### src/ssm_pkg.sv
`default_nettype none
package ssm_pkg;
	typedef enum logic [2:0] {
		SSM_POWER_ON = 3'h1,
		SSM_MAILBOX_ONLY = 3'h2,
		SSM_INPUTS_LIVE = 3'h4,
		SSM_FULL_RUN = 3'h0,
		SSM_FW_UPDATE = 3'h3
	} ssm_state_e;
	localparam int SSM_IO_WIDTH = 8;
	localparam int SSM_TIME_WIDTH = 32;
	localparam logic [7:0] SSM_SAFE_OUT = 8'h00;
	localparam logic [2:0] SSM_RESET_STATE = 3'h1;
endpackage : ssm_pkg
`default_nettype wire

### src/ssm_local_time.sv
`default_nettype none
module ssm_local_time import ssm_pkg::*; #(
	parameter int TW = SSM_TIME_WIDTH
) (
	input wire logic mclk,
	input wire logic sys_rst,
	input wire logic timeEnable,
	input wire logic timeLoad,
	input wire logic [TW-1:0] timeLoadValue,
	output logic [TW-1:0] localTime
);
	logic [TW-1:0] time_reg;
	logic [TW-1:0] time_next;

	// Master datagram overwrites, otherwise free-run while enabled
	assign time_next = timeLoad ? timeLoadValue : (timeEnable ? time_reg + TW'(1) : time_reg);

	// Local clock register
	always_ff @(posedge mclk or posedge sys_rst) begin
		if (sys_rst) begin
			time_reg <= '0;
		end else begin
			time_reg <= time_next;
		end
	end
	assign localTime = time_reg;

	tick_follows_a: assert property (@(posedge mclk) disable iff (sys_rst)
		timeLoad |=> localTime == $past(timeLoadValue))
		else $error("local time did not take loaded value");
endmodule : ssm_local_time
`default_nettype wire

### src/ssm_core.sv
`default_nettype none
module ssm_core import ssm_pkg::*; #(
	parameter int IOW = SSM_IO_WIDTH,
	parameter int TW = SSM_TIME_WIDTH
) (
	input wire logic mclk,
	input wire logic sys_rst,
	input wire logic reqValid,
	input wire ssm_state_e reqState,
	input wire logic mailboxCfgOk,
	input wire logic processCfgOk,
	input wire logic timeUsed,
	input wire logic timeCfgOk,
	input wire logic watchdogEnable,
	input wire logic [IOW-1:0] masterOutputs,
	input wire logic [IOW-1:0] physInputs,
	input wire logic cycleTick,
	input wire logic timeCapable,
	input wire logic cyclicModeEnable,
	input wire logic refCandidate,
	input wire logic timeLoad,
	input wire logic [TW-1:0] timeLoadValue,
	output ssm_state_e curState,
	output logic ackValid,
	output logic ackError,
	output logic mailboxAllowed,
	output logic fileTransferOnly,
	output logic processAllowed,
	output logic [IOW-1:0] physOutputs,
	output logic [IOW-1:0] inputImage,
	output logic inputImageWrite,
	output logic isRefClock,
	output logic [TW-1:0] localTime
);
	ssm_state_e state_reg;
	ssm_state_e state_next;
	logic [IOW-1:0] out_reg;
	logic [IOW-1:0] out_next;
	logic [IOW-1:0] img_reg;
	logic imgWr_reg;
	logic ack_reg;
	logic err_reg;
	logic checkOk;
	logic legalMove;
	logic enteringSafe;
	logic outputsLive;
	logic accepted;
	logic liveState;
	logic refreshImage;

	// Transition table: forward one step, any move back, update only from power-on
	function automatic logic move_legal(input ssm_state_e fromSt, input ssm_state_e toSt);
		logic ok;
		ok = 1'b0;
		unique case (fromSt)
			SSM_POWER_ON: begin
				ok = toSt == SSM_POWER_ON || toSt == SSM_MAILBOX_ONLY ||
					toSt == SSM_FW_UPDATE;
			end
			SSM_MAILBOX_ONLY: begin
				ok = toSt == SSM_POWER_ON || toSt == SSM_MAILBOX_ONLY ||
					toSt == SSM_INPUTS_LIVE;
			end
			SSM_INPUTS_LIVE: begin
				ok = toSt == SSM_POWER_ON || toSt == SSM_MAILBOX_ONLY ||
					toSt == SSM_INPUTS_LIVE || toSt == SSM_FULL_RUN;
			end
			SSM_FULL_RUN: begin
				ok = toSt == SSM_POWER_ON || toSt == SSM_MAILBOX_ONLY ||
					toSt == SSM_INPUTS_LIVE || toSt == SSM_FULL_RUN;
			end
			SSM_FW_UPDATE: begin
				ok = toSt == SSM_POWER_ON || toSt == SSM_FW_UPDATE;
			end
			default: begin
				ok = toSt == SSM_POWER_ON; // A corrupted state can only fall back
			end
		endcase
		return ok;
	endfunction : move_legal

	// Checks the slave runs before it accepts the moves into mailbox-only and into the safe state
	function automatic logic move_checked(input ssm_state_e fromSt, input ssm_state_e toSt,
		input logic mbxOk, input logic pdOk, input logic tmUsed, input logic tmOk);
		logic ok;
		ok = 1'b1;
		if (fromSt == SSM_POWER_ON && toSt == SSM_MAILBOX_ONLY) begin
			ok = mbxOk;
		end
		if (fromSt == SSM_MAILBOX_ONLY && toSt == SSM_INPUTS_LIVE) begin
			ok = pdOk && (!tmUsed || tmOk);
		end
		return ok;
	endfunction : move_checked

	// States in which process data runs and inputs are refreshed
	function automatic logic is_live(input ssm_state_e st);
		return st == SSM_INPUTS_LIVE || st == SSM_FULL_RUN;
	endfunction : is_live

	// Request decode
	assign legalMove = reqValid && move_legal(state_reg, reqState);
	assign checkOk = move_checked(state_reg, reqState, mailboxCfgOk, processCfgOk,
		timeUsed, timeCfgOk);
	assign accepted = legalMove && checkOk;
	assign liveState = is_live(state_reg);
	assign refreshImage = enteringSafe || (cycleTick && liveState);

	// Next state only on request; failed check holds
	always_comb begin
		state_next = state_reg;
		if (accepted) begin
			state_next = reqState;
		end
	end

	// Input snapshot on safe entry, outputs live only where allowed
	assign enteringSafe = accepted && reqState == SSM_INPUTS_LIVE &&
		state_reg == SSM_MAILBOX_ONLY;
	assign outputsLive = (state_reg == SSM_FULL_RUN) ||
		(state_reg == SSM_INPUTS_LIVE && !watchdogEnable);
	assign out_next = outputsLive ? masterOutputs : SSM_SAFE_OUT;

	// State register
	always_ff @(posedge mclk or posedge sys_rst) begin
		if (sys_rst) begin
			state_reg <= ssm_state_e'(SSM_RESET_STATE);
		end else begin
			state_reg <= state_next;
		end
	end

	// Acknowledge pulse one cycle after each request
	always_ff @(posedge mclk or posedge sys_rst) begin
		if (sys_rst) begin
			ack_reg <= 1'b0;
			err_reg <= 1'b0;
		end else begin
			ack_reg <= reqValid;
			err_reg <= reqValid && !accepted;
		end
	end

	// Physical outputs, safe unless live
	always_ff @(posedge mclk or posedge sys_rst) begin
		if (sys_rst) begin
			out_reg <= SSM_SAFE_OUT;
		end else begin
			out_reg <= out_next;
		end
	end

	// Input image: snapshot on safe entry, then each cycle tick
	always_ff @(posedge mclk or posedge sys_rst) begin
		if (sys_rst) begin
			img_reg <= '0;
			imgWr_reg <= 1'b0;
		end else begin
			imgWr_reg <= refreshImage;
			if (refreshImage) begin
				img_reg <= physInputs;
			end
		end
	end

	// Traffic permissions by state
	assign mailboxAllowed = state_reg != SSM_POWER_ON;
	assign fileTransferOnly = state_reg == SSM_FW_UPDATE;
	assign processAllowed = liveState;

	assign curState = state_reg;
	assign ackValid = ack_reg;
	assign ackError = err_reg;
	assign physOutputs = out_reg;
	assign inputImage = img_reg;
	assign inputImageWrite = imgWr_reg;

	// Reference clock role only when configured
	assign isRefClock = timeCapable && cyclicModeEnable && refCandidate;

	// Local clock kept by this slave
	ssm_local_time #(.TW(TW)) uTime (
		.mclk(mclk),
		.sys_rst(sys_rst),
		.timeEnable(timeCapable),
		.timeLoad(timeLoad && timeCapable),
		.timeLoadValue(timeLoadValue),
		.localTime(localTime)
	);

	power_on_quiet_a: assert property (@(posedge mclk) disable iff (sys_rst)
		curState == SSM_POWER_ON |-> !mailboxAllowed && !processAllowed)
		else $error("traffic allowed in power-on state");
	mbx_check_a: assert property (@(posedge mclk) disable iff (sys_rst)
		curState == SSM_POWER_ON && reqValid && reqState == SSM_MAILBOX_ONLY && !mailboxCfgOk
		|=> curState == SSM_POWER_ON && ackError)
		else $error("mailbox-only entered without good mailbox setup");
	mbx_only_a: assert property (@(posedge mclk) disable iff (sys_rst)
		curState == SSM_MAILBOX_ONLY |-> mailboxAllowed && !processAllowed)
		else $error("mailbox-only permissions wrong");
	pd_check_a: assert property (@(posedge mclk) disable iff (sys_rst)
		curState == SSM_MAILBOX_ONLY && reqValid && reqState == SSM_INPUTS_LIVE &&
		(!processCfgOk || (timeUsed && !timeCfgOk)) |=> curState == SSM_MAILBOX_ONLY)
		else $error("safe state entered with bad process setup");
	input_copy_a: assert property (@(posedge mclk) disable iff (sys_rst)
		$changed(curState) && curState == SSM_INPUTS_LIVE && $past(curState) == SSM_MAILBOX_ONLY
		|-> inputImageWrite && inputImage == $past(physInputs))
		else $error("inputs not copied on safe entry");
	safe_hold_a: assert property (@(posedge mclk) disable iff (sys_rst)
		curState == SSM_INPUTS_LIVE && watchdogEnable ##1 curState == SSM_INPUTS_LIVE
		|-> physOutputs == SSM_SAFE_OUT)
		else $error("outputs live in safe state with watchdog on");
	wd_off_a: assert property (@(posedge mclk) disable iff (sys_rst)
		curState == SSM_INPUTS_LIVE && !watchdogEnable |=> physOutputs == $past(masterOutputs))
		else $error("outputs not driven with watchdog off");
	run_copy_a: assert property (@(posedge mclk) disable iff (sys_rst)
		curState == SSM_FULL_RUN |=> physOutputs == $past(masterOutputs))
		else $error("full run does not copy outputs");
	fw_entry_a: assert property (@(posedge mclk) disable iff (sys_rst)
		curState != SSM_FW_UPDATE ##1 curState == SSM_FW_UPDATE |-> $past(curState) == SSM_POWER_ON)
		else $error("firmware update entered from wrong state");
	fw_only_a: assert property (@(posedge mclk) disable iff (sys_rst)
		curState == SSM_FW_UPDATE |-> fileTransferOnly && !processAllowed)
		else $error("firmware update permissions wrong");
	no_req_a: assert property (@(posedge mclk) disable iff (sys_rst)
		!reqValid |=> $stable(curState))
		else $error("state changed without request");

	// Every request is answered one cycle later
	ack_pulse_a: assert property (@(posedge mclk) disable iff (sys_rst)
		reqValid |=> ackValid)
		else $error("request not acknowledged");
	// No answer without a request
	ack_quiet_a: assert property (@(posedge mclk) disable iff (sys_rst)
		!reqValid |=> !ackValid && !ackError)
		else $error("acknowledge without request");
	// Refusal only comes with an acknowledge
	err_with_ack_a: assert property (@(posedge mclk) disable iff (sys_rst)
		ackError |-> ackValid)
		else $error("refusal without acknowledge");
	// A refused request leaves the state alone
	refused_stay_a: assert property (@(posedge mclk) disable iff (sys_rst)
		ackError |-> curState == $past(curState))
		else $error("state moved on a refused request");
	// An accepted request lands in the requested state
	accept_move_a: assert property (@(posedge mclk) disable iff (sys_rst)
		ackValid && !ackError |-> curState == $past(reqState))
		else $error("accepted request did not reach its state");
	// Firmware update refused outside power-on and firmware update
	fw_refuse_a: assert property (@(posedge mclk) disable iff (sys_rst)
		curState != SSM_POWER_ON && curState != SSM_FW_UPDATE && reqValid &&
		reqState == SSM_FW_UPDATE |=> ackError)
		else $error("firmware update accepted from wrong state");
	// No process data out of mailbox-only state
	mbx_out_safe_a: assert property (@(posedge mclk) disable iff (sys_rst)
		curState == SSM_MAILBOX_ONLY |=> physOutputs == SSM_SAFE_OUT)
		else $error("outputs driven in mailbox-only state");
	// Safe state carries both traffic kinds
	live_perm_a: assert property (@(posedge mclk) disable iff (sys_rst)
		curState == SSM_INPUTS_LIVE |-> mailboxAllowed && processAllowed)
		else $error("safe state permissions wrong");
	// Full run carries both traffic kinds
	run_perm_a: assert property (@(posedge mclk) disable iff (sys_rst)
		curState == SSM_FULL_RUN |-> mailboxAllowed && processAllowed)
		else $error("full run permissions wrong");
	// Cycle tick refreshes the image in live states
	live_refresh_a: assert property (@(posedge mclk) disable iff (sys_rst)
		cycleTick && (curState == SSM_INPUTS_LIVE || curState == SSM_FULL_RUN)
		|=> inputImageWrite && inputImage == $past(physInputs))
		else $error("inputs not refreshed on cycle tick");
	// No image write without tick or request
	img_quiet_a: assert property (@(posedge mclk) disable iff (sys_rst)
		!cycleTick && !reqValid |=> !inputImageWrite)
		else $error("input image written without cause");
	// Image holds while nothing writes it
	img_stable_a: assert property (@(posedge mclk) disable iff (sys_rst)
		!inputImageWrite |-> $stable(inputImage))
		else $error("input image changed without write");
	// Good process setup lets the safe state in
	pd_ok_move_a: assert property (@(posedge mclk) disable iff (sys_rst)
		curState == SSM_MAILBOX_ONLY && reqValid && reqState == SSM_INPUTS_LIVE &&
		processCfgOk && (!timeUsed || timeCfgOk) |=> curState == SSM_INPUTS_LIVE)
		else $error("safe state refused with good setup");
	// Good mailbox setup lets mailbox-only in
	mbx_ok_move_a: assert property (@(posedge mclk) disable iff (sys_rst)
		curState == SSM_POWER_ON && reqValid && reqState == SSM_MAILBOX_ONLY &&
		mailboxCfgOk |=> curState == SSM_MAILBOX_ONLY && !ackError)
		else $error("mailbox-only refused with good setup");
	// Full run only reached from the safe state
	run_entry_a: assert property (@(posedge mclk) disable iff (sys_rst)
		curState != SSM_FULL_RUN ##1 curState == SSM_FULL_RUN |->
		$past(curState) == SSM_INPUTS_LIVE)
		else $error("full run entered from wrong state");
	// Leaving power-on goes one step only
	po_exit_a: assert property (@(posedge mclk) disable iff (sys_rst)
		curState == SSM_POWER_ON ##1 curState != SSM_POWER_ON |->
		curState == SSM_MAILBOX_ONLY || curState == SSM_FW_UPDATE)
		else $error("power-on left to wrong state");
	// State register holds only known codes
	state_legal_a: assert property (@(posedge mclk) disable iff (sys_rst)
		curState inside {SSM_POWER_ON, SSM_MAILBOX_ONLY, SSM_INPUTS_LIVE, SSM_FULL_RUN,
		SSM_FW_UPDATE})
		else $error("state register holds unknown code");
	// File-transfer flag only in firmware update
	ft_flag_a: assert property (@(posedge mclk) disable iff (sys_rst)
		fileTransferOnly |-> curState == SSM_FW_UPDATE)
		else $error("file-transfer flag outside firmware update");
	// Reference role needs both configuration bits and time capability
	ref_role_a: assert property (@(posedge mclk) disable iff (sys_rst)
		isRefClock |-> cyclicModeEnable && refCandidate && timeCapable)
		else $error("reference role without configuration");
	// Local clock counts while enabled and not loaded
	time_run_a: assert property (@(posedge mclk) disable iff (sys_rst)
		timeCapable && !timeLoad |=> localTime == $past(localTime) + TW'(1))
		else $error("local clock did not advance");
endmodule : ssm_core
`default_nettype wire

### config.mk
export PLATFORM = sky130hd
export DESIGN_NAME = ssm_core
export DESIGN_NICKNAME = d
export VERILOG_FILES = /design/src/ssm_pkg.sv /design/src/ssm_local_time.sv /design/src/ssm_core.sv
export SDC_FILE = /design/constraint.sdc
export NUM_CORES = 1
export LEC_CHECK = 0
export ABC_AREA = 1
export BUFFER_PORTS_ARGS = -buffer_cell sky130_fd_sc_hd__buf_2
export CORE_MARGIN = 3
export CORE_UTILIZATION = 45
export CTS_CLUSTER_DIAMETER = 60
export DETAILED_ROUTE_END_ITERATION = 8
export PLACE_DENSITY = 0.75
export SYNTH_ARGS = -nofsm -noshare
export SYNTH_HDL_FRONTEND = slang
export SYNTH_HIERARCHICAL = 1
export SYNTH_SLANG_ARGS = --single-unit
### constraint.sdc
create_clock -name mclk -period 1.3 [get_ports mclk]
set_input_delay 0.065 -clock mclk [delete_from_list [all_inputs] [get_ports mclk]]
set_output_delay 0.065 -clock mclk [all_outputs]
set_load 0.05 [all_outputs]
==> results.py <==
metrics = {
    "sta": {
        "skew_ns": 0.00655,
        "setup_violations": 43,
        "fmax_mhz": 660,
        "maxSlewHeadroom_pct": 72.1,
        "hold_viol_final": 1,
        "slew_violations": 0,
        "rsz0062_at_grt": "yes",
        "min_period_over_period_pct": 117,
        "worstMarginPinSlew_ns": 0.419,
        "setup_ws_ns": -0.215,
        "fin_tns_setup_ns": -5.45,
        "min_period_ns": 1.52,
        "whs_ns": -0.00110,
    },
    "synth": {
        "async_reset_ff_share_pct": 100,
        "postSynthCellCount": 437,
        "syn-cell-area_mm2": 0.00321,
        "synth_area_per_cell_um2": 7.36,
        "ys_top_cells_by_area": "dfrtp_1, nand2_1, nand3_1, a22oi_1, nor2_1",
        "synth_area_leader_cell": "dfrtp_1",
        "ys_seq_area_share_pct": 42.1,
        "synth_warnings": 6,
        "synth-edff-count": 0,
        "synth_nets": 502,
        "synth_flop_cell": "dfrtp_1",
        "ys_ff_latch": 54,
        "yosysUniqueCellTypes": 27,
        "netlist.area_leader.share_pct": 41.3,
    },
    "finish": {
        "final_common_cell": "nand2_1",
        "antenna_cells": 0,
        "final_cell_mix": "nand2_1, buf_2, dlygate4sd3_1",
        "area_delta_synth_final_pct": 57.9,
        "final_area_mm2": 0.00508,
        "post-route-util_pct": 73.9,
        "layout.nets": 707,
        "drive_gt1_share_pct": 43.1,
        "stdcell_count": 739,
    },
    "routing": {
        "drc_errors": 0,
        "ant_nets": 0,
        "wire_per_inst_um": 14.2,
        "drt_first_pass_iters": 4,
        "routed_wl_mm": 10.5,
        "drtIter0Drc": 226,
        "viasPerCell": 5.02,
        "vias": 3711,
    },
    "worst_setup_path": {
        "timing.rr.start": "curState[0]",
        "critPathLaunchType": "flop",
        "worstPathArrival_ns": 1.77,
        "crit_type": "reg2reg",
        "cp-end-kind": "flop",
        "crit_path_start": "curState[0]",
        "required_ns": 1.55,
        "path_max_fanout": 6,
    },
    "floorplan": {
        "die_w_um": 90.5,
        "num_rows": 30,
        "initial_utilization_pct": 46.8,
        "die-area_mm2": 0.00819,
        "coreArea_mm2": 0.00687,
        "io_pins": 122,
        "die_h_um": 90.5,
    },
    "power_and_ir_drop": {
        "power-per-cell-area_mw_per_mm2": 1460,
        "ir_worst_vdd_mv": 1.27,
        "finalPower_mw": 7.39,
        "leakagePower_nw": 2.53,
    },
    "clocking": {
        "numCtsBuffers": 5,
        "cts_tree": "yes",
        "cts_sinks": 54,
        "cts_buffer_depth": 2,
        "root_buffer": "clkbuf_8",
        "h-tree-depth": 2,
        "clk_latency_ns": 0.32,
        "clk_pin_slew_worst_paths_ns": 0.11,
    },
    "global_routing": {
        "grt_pass1_wl_mm": 17.5,
        "grt_max_degree": 33,
        "grt_pass1_vias": 3742,
        "grt_use_total_pct": 26.0,
        "grt_overflow": 0,
        "antenna_found_initial": 0,
    },
    "placed_design": {
        "dp.cells": 677,
        "hpwlAfterDp_mm": 7.08,
        "place_ws_ns": -0.149,
        "placed_area_mm2": 0.00428,
        "place_congestion": 0.929,
        "io_buffers": 121,
    },
    "run_status": {
        "violations": "negative hold slack, negative setup slack",
        "status": "complete, but fails checks",
    },
    "min_path": {
        "min-delay-start": "timeLoadValue[5]",
        "min_path_type": "in2reg",
    },
    "job": {
        "max_cap_viol_count": 0,
    },
}
[critical path, stage by stage, from the launching register on]
cell     delay [ns]
dfstp_4        0.68
inv_4          0.05
o21ai_2        0.04
nand2_1        0.07
nor2_2         0.16
nor2_4         0.07
buf_4          0.14
nand2_4        0.08
nor2_1         0.06
a21oi_1        0.10
[cell families (layout without fill, tap and decap cells)]
group           after synthesis  count (layout)  synth area share, %
simple gates                276             278                 39.2
flops                        54              54                 42.1
buf+inv                      52             256                 6.27
compound gates               44              44                 9.34
xor+xnor                     10              10                 2.72
fa+ha+maj                     1               1                0.389
[worst paths after layout]
| kind | to | slack, ns | depth (start not counted) |
|---|---|---|---|
| min in group asynchronous | physOutputs[4] | 0.32 | 4 |
| min reg2reg | inputImage[2] | 0.52 | 2 |
| max | curState[1] | -0.22 | 9 |
| max in group asynchronous | uTime/localTime[23] | 0.59 | 4 |
| min | uTime/localTime[5] | -0.001 | 3 |
| max reg2reg | curState[1] | -0.22 | 9 |
[flip-flops by register name, summed over array words and instances, names as in the netlist]
signal / count
curState: 3
uTime/localTime: 32
ackError: 1
inputImageWrite: 1
ackValid: 1
physOutputs: 8
inputImage: 8
[cells in the mapped netlist (all sizes together) (3+ instances only)]
cell	instances
a21oi	3
a22oi	24
and2	4
buf	5
clkbuf	4
dfrtp	53
inv	43
nand2	156
nand3	51
nor2	63
o211ai	3
o21ai	9
o21bai	4
xor2	10
[power breakdown]
group | total [mW] | leakage [nW] | internal [mW] | switching [mW]
clock | 1.01 | 0.0489 | 0.392 | 0.619
sequential | 2.52 | 0.642 | 2.11 | 0.410
combinational | 3.86 | 1.84 | 1.19 | 2.67
[repair_timing]
item / CTS / global route
endpoints found under the hold margin: 98 / 0
hold buffers: 46 / 0
pin swaps: 22 / 28
buffers inserted: 3 / 4
endpoints found under the setup margin: 43 / 51
resized for setup: 23 / 31
gates cloned: 2 / 0
[cell type report]
class / instances / area [um^2]
Inverter: 43 / 166
Timing Repair Buffer: 205 / 1410
Sequential cell: 54 / 1400
Clock inverter: 3 / 22.5
Multi-Input combinational cell: 333 / 1890
Fill cell: 538 / 1790
Tap cell: 96 / 120
Clock buffer: 5 / 68.8
[layer usage]
metal	vias to the layer above	wire length [um]	track usage [%]
met2	133	5580	48.5
met3	20	649	5.50
met5	-	0	0
met1	1745	4080	29.9
met4	0	175	6.38
li1	1813	-	-
(Power assumes the default switching activity.)
